**config.mk**
```make
export PLATFORM = sky130hd
export DESIGN_NAME = dsau_core
export DESIGN_NICKNAME = d
export VERILOG_FILES = /design/src/dsau_pkg.sv /design/src/dsau_lane_sel.sv /design/src/dsau_core.sv
export SDC_FILE = /design/constraint.sdc
export NUM_CORES = 1
export LEC_CHECK = 0
export BUFFER_PORTS_ARGS = -buffer_cell sky130_fd_sc_hd__buf_4
export CAP_MARGIN = 20
export CELL_PAD_IN_SITES_DETAIL_PLACEMENT = 1
export CELL_PAD_IN_SITES_GLOBAL_PLACEMENT = 2
export CORE_MARGIN = 2
export CORE_UTILIZATION = 29
export CTS_BUF_LIST = sky130_fd_sc_hd__clkbuf_4 sky130_fd_sc_hd__clkbuf_8 sky130_fd_sc_hd__clkbuf_16
export DETAILED_ROUTE_END_ITERATION = 16
export GPL_ROUTABILITY_DRIVEN = 0
export PLACE_DENSITY_LB_ADDON = 0.1
export SETUP_SLACK_MARGIN = 0.15
export SLEW_MARGIN = 40
export SYNTH_ARGS = -nofsm -noshare
export SYNTH_HDL_FRONTEND = slang
export SYNTH_SLANG_ARGS = --single-unit
```
**constraint.sdc**
```tcl
create_clock -name clk_i -period 4.73 [get_ports clk_i]
set_input_delay 0.2365 -clock clk_i [delete_from_list [all_inputs] [get_ports clk_i]]
set_output_delay 0.2365 -clock clk_i [all_outputs]
set_load 0.05 [all_outputs]
```
**src/dsau_pkg.sv**
```systemverilog
// Package with constants and carrier types for the data space access unit
package dsau_pkg;
    localparam int unsigned DSAU_DATA_W      = 16;
    localparam int unsigned DSAU_ADDR_W      = 16;
    localparam int unsigned DSAU_PAGE_W      = 8;
    localparam int unsigned DSAU_XADDR_W     = 24;
    localparam int unsigned DSAU_NEAR_W      = 13;
    localparam int unsigned DSAU_BYTE_W      = 8;
    localparam int unsigned DSAU_LANE_HI_POS = 8;
    localparam logic [15:0] DSAU_SPECIAL_LO  = 16'h0000;
    localparam logic [15:0] DSAU_SPECIAL_HI  = 16'h0fff;
    localparam logic [15:0] DSAU_RAM_LO      = 16'h1000;
    localparam logic [15:0] DSAU_RAM_HI      = 16'hcfff;
    localparam logic [15:0] DSAU_INC_BYTE    = 16'h0001;
    localparam logic [15:0] DSAU_INC_WORD    = 16'h0002;
    localparam logic [7:0]  DSAU_PAGE_RST    = 8'h00;
    localparam logic [15:0] DSAU_WORD_RST    = 16'h0000;
    localparam logic [1:0]  DSAU_STRB_NONE   = 2'h0;
    localparam logic [1:0]  DSAU_STRB_LO     = 2'h1;
    localparam logic [1:0]  DSAU_STRB_HI     = 2'h2;
    localparam logic [1:0]  DSAU_STRB_BOTH   = 2'h3;

    typedef enum logic [1:0] {
        DSAU_MODE_DIRECT16,
        DSAU_MODE_NEAR13,
        DSAU_MODE_INDIRECT,
        DSAU_MODE_POSTINC
    } dsau_mode_t;

    typedef enum logic [1:0] {
        DSAU_EXT_NONE,
        DSAU_EXT_SIGN,
        DSAU_EXT_ZERO
    } dsau_ext_t;

    // Access request from the core
    typedef struct packed {
        logic       valid;
        logic       write;
        logic       is_byte;
        dsau_mode_t mode;
        logic [15:0] direct_addr;
        logic [15:0] source_work_reg;
        logic [15:0] wdata;
    } dsau_req_t;

    // Memory side request
    typedef struct packed {
        logic        rd;
        logic [1:0]  wr_strb;
        logic [23:0] xaddr;
        logic [15:0] word_addr;
        logic [15:0] wdata;
    } dsau_mem_t;
endpackage

```
**src/dsau_lane_sel.sv**
```systemverilog
// Byte lane selector and working register merge/extend logic
`timescale 1ns/100ps
module dsau_lane_sel
    import dsau_pkg::*;
(
    input  wire logic [15:0] word_i,
    input  wire logic        byte_odd_i,
    input  wire logic        is_byte_i,
    input  wire logic [15:0] dest_old_i,
    input  wire dsau_ext_t   ext_i,
    output logic      [15:0] merged_o
);
    logic [7:0] sel_byte;

    always_comb begin
        // Pick the byte by address lsb, place on low lane
        sel_byte = byte_odd_i ? word_i[15:8] : word_i[7:0];
        if (ext_i == DSAU_EXT_SIGN) begin
            merged_o = {{DSAU_BYTE_W{dest_old_i[7]}}, dest_old_i[7:0]};
        end else if (ext_i == DSAU_EXT_ZERO) begin
            merged_o = {8'h00, dest_old_i[7:0]};
        end else if (is_byte_i) begin
            merged_o = {dest_old_i[15:8], sel_byte};
        end else begin
            merged_o = word_i;
        end
    end
endmodule

```
**src/dsau_core.sv**
```systemverilog
// Data space access unit: address generation, lanes, alignment trap
`timescale 1ns/100ps
module dsau_core
    import dsau_pkg::*;
(
    input  wire logic        clk_i,
    input  wire logic        sys_rst_i,
    input  wire logic        clk_en_i,
    input  wire dsau_req_t   req_i,
    input  wire logic [7:0]  read_page_reg_i,
    input  wire logic [7:0]  write_page_reg_i,
    input  wire logic [15:0] mem_rdata_i,
    input  wire logic        special_hit_i,
    input  wire logic [15:0] dest_old_i,
    input  wire dsau_ext_t   ext_i,
    output dsau_mem_t        mem_o,
    output logic [15:0]      rdata_o,
    output logic             rvalid_o,
    output logic [15:0]      work_reg_o,
    output logic [15:0]      next_pointer_o,
    output logic             pointer_we_o,
    output logic             addr_error_trap_o
);
    // ----------------------------------------
    // State
    // ----------------------------------------
    typedef enum logic [1:0] {
        DSAU_ST_IDLE,
        DSAU_ST_READ,
        DSAU_ST_TRAP
    } dsau_state_t;

    // All state of the unit in one record
    typedef struct packed {
        dsau_state_t  st;
        dsau_mem_t    mem;
        logic [15:0]  rdata;
        logic         rvalid;
        logic [15:0]  work_reg;
        logic [15:0]  pointer;
        logic         pointer_we;
        logic         trap;
        logic         rd_byte;
        logic         rd_odd;
        logic         rd_impl;
        logic         rd_special;
        logic         rd_misalign;
    } dsau_state_s_t;

    dsau_state_s_t q;
    dsau_state_s_t next_q;
    logic [15:0]   effective_address;
    logic          misalign;
    logic          implemented;
    logic          in_special;
    logic [15:0]   read_word;
    logic [15:0]   merged;

    // Request side
    dsau_ext_t     ext_now;
    logic          take_req;
    logic          write_allowed;
    logic          bump_ptr;
    logic          in_ram;
    logic [15:0]   near_address;
    logic [15:0]   word_address;
    logic [15:0]   step;
    logic [15:0]   bumped_pointer;

    // Write side
    logic [23:0]   write_xaddr;
    logic [1:0]    lane_strb;
    logic [15:0]   lane_wdata;

    // Read side
    logic [23:0]   read_xaddr;
    logic          read_zero;
    dsau_state_t   answer_st;

    // ----------------------------------------
    // Address generator
    // ----------------------------------------
    always_comb begin
        effective_address = req_i.direct_addr;
        if (req_i.mode == DSAU_MODE_NEAR13) begin
            effective_address = near_address;
        end else if (req_i.mode == DSAU_MODE_INDIRECT || req_i.mode == DSAU_MODE_POSTINC) begin
            effective_address = req_i.source_work_reg;
        end
    end

    // ----------------------------------------
    // Region and alignment decode
    // ----------------------------------------
    always_comb begin
        // Byte accesses may use any address
        misalign = 1'b0;
        if (!req_i.is_byte) begin
            misalign = effective_address[0];
        end
        in_special  = effective_address <= DSAU_SPECIAL_HI;
        in_ram      = (effective_address >= DSAU_RAM_LO) && (effective_address <= DSAU_RAM_HI);
        implemented = in_special || in_ram;
    end

    // ----------------------------------------
    // Request decode
    // ----------------------------------------
    always_comb begin
        // Requests outside idle are dropped
        take_req      = req_i.valid && (q.st == DSAU_ST_IDLE);
        write_allowed = take_req && req_i.write && !misalign;
        bump_ptr      = take_req && (req_i.mode == DSAU_MODE_POSTINC);
    end

    // ----------------------------------------
    // Near field and page join
    // ----------------------------------------
    // The short field reaches only the low 8 Kbytes
    assign near_address = {3'h0, req_i.direct_addr[DSAU_NEAR_W-1:0]};
    // Memory always sees the even word
    assign word_address = {effective_address[15:1], 1'b0};
    // Each generator joins its own page
    assign read_xaddr  = {read_page_reg_i, effective_address};
    assign write_xaddr = {write_page_reg_i, effective_address};

    // ----------------------------------------
    // Write lanes
    // ----------------------------------------
    // Shared word decode, one strobe per lane
    for (genvar g = 0; g < 2; g++) begin : g_lane
        // Aligned words hit both lanes in one cycle, misaligned words hit none
        assign lane_strb[g] = write_allowed && (!req_i.is_byte || (effective_address[0] == 1'(g)));
        // Byte data mirrored on both lanes
        assign lane_wdata[g*DSAU_BYTE_W +: DSAU_BYTE_W] = req_i.is_byte ? req_i.wdata[7:0]
                                                        : req_i.wdata[g*DSAU_BYTE_W +: DSAU_BYTE_W];
    end

    // ----------------------------------------
    // Post-increment pointer
    // ----------------------------------------
    always_comb begin
        // Bytes step by one, words by two
        step = DSAU_INC_WORD;
        if (req_i.is_byte) begin
            step = DSAU_INC_BYTE;
        end
        bumped_pointer = req_i.source_work_reg + step;
    end

    // ----------------------------------------
    // Extend gate
    // ----------------------------------------
    always_comb begin
        // Extends act only in idle so a read answer is never overwritten
        ext_now = DSAU_EXT_NONE;
        if (q.st == DSAU_ST_IDLE) begin
            ext_now = ext_i;
        end
    end

    // ----------------------------------------
    // Read data path
    // ----------------------------------------
    always_comb begin
        read_zero = 1'b0;
        if (!q.rd_impl) begin
            read_zero = 1'b1;
        end else if (q.rd_special && !special_hit_i) begin
            read_zero = 1'b1;
        end
        read_word = read_zero ? DSAU_WORD_RST : mem_rdata_i;
    end

    // ----------------------------------------
    // Lane selector
    // ----------------------------------------
    dsau_lane_sel u_lane (
        .word_i     (read_word),
        .byte_odd_i (q.rd_odd),
        .is_byte_i  (q.rd_byte),
        .dest_old_i (dest_old_i),
        .ext_i      (ext_now),
        .merged_o   (merged)
    );

    // ----------------------------------------
    // Read answer
    // ----------------------------------------
    always_comb begin
        // A misaligned read finishes first, then traps
        answer_st = DSAU_ST_IDLE;
        if (q.rd_misalign) begin
            answer_st = DSAU_ST_TRAP;
        end
    end

    // ----------------------------------------
    // Next state
    // ----------------------------------------
    always_comb begin
        next_q            = q;
        next_q.mem.rd     = 1'b0;
        next_q.mem.wr_strb = DSAU_STRB_NONE;
        next_q.rvalid     = 1'b0;
        next_q.pointer_we = 1'b0;
        next_q.trap       = 1'b0;
        case (q.st)
            DSAU_ST_IDLE: begin
                if (ext_now != DSAU_EXT_NONE) begin
                    next_q.work_reg = merged;
                end
                if (req_i.valid) begin
                    next_q.mem.word_addr = word_address;
                    if (bump_ptr) begin
                        next_q.pointer    = bumped_pointer;
                        next_q.pointer_we = 1'b1;
                    end
                    if (req_i.write) begin
                        // Write generator uses the write page
                        next_q.mem.xaddr   = write_xaddr;
                        next_q.mem.wr_strb = lane_strb;
                        if (misalign) begin
                            next_q.st = DSAU_ST_TRAP;
                        end else begin
                            next_q.mem.wdata = lane_wdata;
                        end
                    end else begin
                        // Read generator uses the read page
                        next_q.mem.xaddr   = read_xaddr;
                        next_q.mem.rd      = 1'b1;
                        next_q.rd_byte     = req_i.is_byte;
                        next_q.rd_odd      = effective_address[0];
                        next_q.rd_impl     = implemented;
                        next_q.rd_special  = in_special;
                        next_q.rd_misalign = misalign;
                        next_q.st          = DSAU_ST_READ;
                    end
                end
            end
            DSAU_ST_READ: begin
                // Read completes even when misaligned, trap follows
                next_q.rdata    = merged;
                next_q.work_reg = merged;
                next_q.rvalid   = 1'b1;
                next_q.st       = answer_st;
            end
            DSAU_ST_TRAP: begin
                next_q.trap = 1'b1;
                next_q.st   = DSAU_ST_IDLE;
            end
            default: begin
                // Unused code falls back to idle
                next_q.st = DSAU_ST_IDLE;
            end
        endcase
    end

    // ----------------------------------------
    // State register
    // ----------------------------------------
    always_ff @(posedge clk_i) begin
        if (sys_rst_i) begin
            q                  <= '0;
            q.st               <= DSAU_ST_IDLE;
            q.mem.xaddr        <= {DSAU_PAGE_RST, DSAU_WORD_RST};
        end else if (clk_en_i) begin
            q <= next_q;
        end
    end

    // ----------------------------------------
    // Outputs
    // ----------------------------------------
    // Every output is a register bit
    assign mem_o             = q.mem;
    assign rdata_o           = q.rdata;
    assign rvalid_o          = q.rvalid;
    assign work_reg_o        = q.work_reg;
    assign next_pointer_o    = q.pointer;
    assign pointer_we_o      = q.pointer_we;
    assign addr_error_trap_o = q.trap;
endmodule

```
==> metrics.txt <==
run status completed; routed wirelength normalized by instance count 17.3 um; initial standard-cell utilization of the core 0.297; routed metal-1 wire length 7.31 mm; transition at the pin with the smallest max-transition slack 0.748 ns; synthesized area divided by synthesized cell count 8.75 um2; static power due to leakage 2.78 nW; Std-Cell Rows 49; total number of nets in the final design 809; crit path max-delay cell type buf_4; combined area of the multi-input logic cells 2360 um2; Post-Synthesis Net Count 723; core occupancy in the finished layout 0.370; first element of the critical path q[116]; Total Die Area 19600 um2; main combinational cell family by area after synthesis buffers and inverters; Iter 0 DRT Violations 111; launching point of the worst reg2reg path q[116]; maximum root-to-sink buffer count 2; start point of the worst hold path req_i[3]; share of the synthesized netlist area taken by xor and xnor gates 0.0212; total of flip-flops plus latches after synthesis 101; max_cap viols 0; CTS tree yes; post-DR vias/cell 4.76; overall power 2.24 mW; count of input and output buffers 215; minimum clock period 2.15 ns; dpl ws 2.55 ns; type of origin of the critical path flip-flop; total wire length after detailed routing 16.1 mm; Max Fclk 0.466 GHz; H-tree level count 3; Peak supply drop 0.183 mV; global-route congestion overflow total 0; worst rel slew slack 0.499; Worst R2R Path Depth 5; kind of end point of the critical path flip-flop; Syn. warnings 0; die width 140 um; final count of negative-setup-slack endpoints 0; RSZ-0062 raised after global routing no; Synth Area in Compound Gates 0.158; biggest area consumer among synthesized cells dfxtp_1; HPWL after detailed placement 12.3 mm; reg2reg end q[2]; Fin. Hold Viols 0; flop-to-flop setup slack 2.58 ns; logic depth of the worst setup path including buffers 5; count of flip-flops with a built-in enable after synthesis 0; most common cell after layout, fill and taps aside buf_4; antenna violations before repair 0; post-synthesis cell type count 46; path category of the worst min-delay check primary input to flip-flop; post-route antenna net violation count 0; post-CTS setup buffer count 0; portion of the post-synthesis area used by sequential elements 0.377; crit path kind flip-flop to flip-flop; vias in the first global route 4383; ratio of cells with drive above 1 in the final layout 0.360; clock net sink count 101; post-synth top area share 0.377; insertion delay of the later-clocked pin in the worst-skew pair 0.35 ns; power density relative to cell area 336 nW/um2; final-report max-slew violation count 0; required time at the endpoint of the critical path 4.95 ns; ant diodes 0; highest metal layer with signal wires met4; Clock Skew 0.00858 ns; IO Count 217; GR Util All Layers 0.160; clock transition time at the flip-flop clock pins of the worst setup and hold paths 0.07 ns; async set-or-reset flop fraction in the synthesized netlist 0; count of TritonRoute iterations in the first routing pass 4; global-route wire length before repair 24.7 mm; count of cells resized by post-cts repair 0; cell-by-cell listing of the critical path nor4bb_4 > buf_4 > nand2_1 > a2111oi_0 > nor3_1; Setup crit end q[2]; portion of the clock cycle consumed by the worst path in the final layout 0.454; combined area of all synthesized cells 5360 um2; filler instances 2161; final-layout setup total negative slack 0 ns; core area 18000 um2; wire length on met2 7.72 mm; largest net degree at the start of global routing 55; Buf+Inv Stages, Crit Path 1; routed vias 4436; mux share of post-synthesis cell area 0.0775; number of buffers inserted for hold repair after clock tree synthesis 0; simple-gate portion of the synthesized area 0.169; sequential cell area 2020 um2; post-synthesis share of cell area spent on full adders, half adders and majority gates 0.00840; Met3 Wirelength 899 um; PnR worst setup slack 2.58 ns; commonest cells after routing, fill and taps aside buf_4, dfxtp_1, nor2_1, a211oi_1, nand2_1; post-synthesis to final-layout area growth 24.2%; drt drc 0; overall die height 140 um; gate count after technology mapping 613; Inserted Clock Buffers 9; largest stage delay on the critical path 0.47 ns; top cells by area, synth dfxtp_1, buf_4, a211oi_1; cell type group with the largest total delay on the critical path simple AND/OR/NAND/NOR gates; biggest fanout along the worst timing path 51; clk root buf clkbuf_16; Arrival @ worst endpoint 2.36 ns; most used flip-flop cell after synthesis dfxtp_1
## synthesized netlist by cell type (8+ instances only)
| cell type | count |
|---|---|
| dfxtp_1 | 101 |
| nor4bb_1 | 9 |
| a311oi_1 | 9 |
| mux2i_1 | 31 |
| clkbuf_1 | 16 |
| o22ai_1 | 8 |
| nor2_1 | 85 |
| nand2b_1 | 9 |
| nand3_1 | 13 |
| buf_2 | 12 |
| nor4_1 | 8 |
| o21ai_0 | 9 |
| and2_1 | 9 |
| buf_4 | 107 |
| nand2_1 | 36 |
| a211oi_1 | 58 |
| a21oi_1 | 16 |
| mux2_2 | 8 |
| xnor2_1 | 12 |
## per-layer routing
| layer | global-route usage | vias to the layer above |
|---|---|---|
| met5 | 0 | - |
| met4 | 0.0489 | 0 |
| met3 | 0.0342 | 12 |
| met2 | 0.265 | 136 |
| met1 | 0.209 | 2081 |
| li1 | - | 2207 |
## power breakdown
| part | switching [mW] | internal [mW] | leakage [nW] |
|---|---|---|---|
| clock network | 0.344 | 0.466 | 0.153 |
| registers | 0.0297 | 0.891 | 0.825 |
| logic | 0.325 | 0.184 | 1.80 |
## how the worst min path moves through the flow
| stage | cells past startpoint | end | slack, ns |
|---|---|---|---|
| 6_report | 3 | mem_o[3] | 0.13 |
| 5_1_grt | 3 | mem_o[1] | 0.14 |
| 4_1_cts | 3 | mem_o[3] | 0.12 |
| 3_5_place_dp | 2 | mem_o[1] | 0.45 |
| 3_3_place_gp | 2 | mem_o[6] | 0.45 |
| 2_1_floorplan | 2 | mem_o[0] | 0.37 |
## worst register-to-register path, cell delays in order (launching register included)
cell and delay [ns]:
dfxtp_1 0.40, nor4bb_4 0.31, buf_4 0.47, nand2_1 0.30, a2111oi_0 0.44, nor3_1 0.09
## per-stage QoR
stage,hold slack (ns),instance area (um2),instances
after floorplan,0.372,5360,613
after global placement,0.451,6320,916
after detailed placement,0.455,6340,917
after CTS,0.119,6660,932
after global routing,0.136,6660,932
final,0.135,6660,932
## sequential cells by signal (all words and copies together), names as in the netlist
name	flops
pointer_we_o	1
mem_o	43
q	7
work_reg_o	16
next_pointer_o	16
addr_error_trap_o	1
rvalid_o	1
rdata_o	16
## logic make-up after synthesis
kind of cell / count (synthesis)
AOI/OAI and AO/OA: 116
adders and majority gates: 3
xor gates and xnor gates: 13
muxes: 40
DFF: 101
and+or+nand+nor: 188
buffers and inverters: 151
other: 1
## area by class of cell
| class | instances | area share |
|---|---|---|
| multi-input combinational | 361 | 0.354 |
| clock inverter | 6 | 0.0141 |
| inverter | 7 | 0.00394 |
| timing repair buffer | 219 | 0.247 |
| clock buffer | 9 | 0.0338 |
| sequential | 101 | 0.304 |
| tap | 229 | 0.0430 |
No activity file was read; power rests on OpenSTA's default activity.
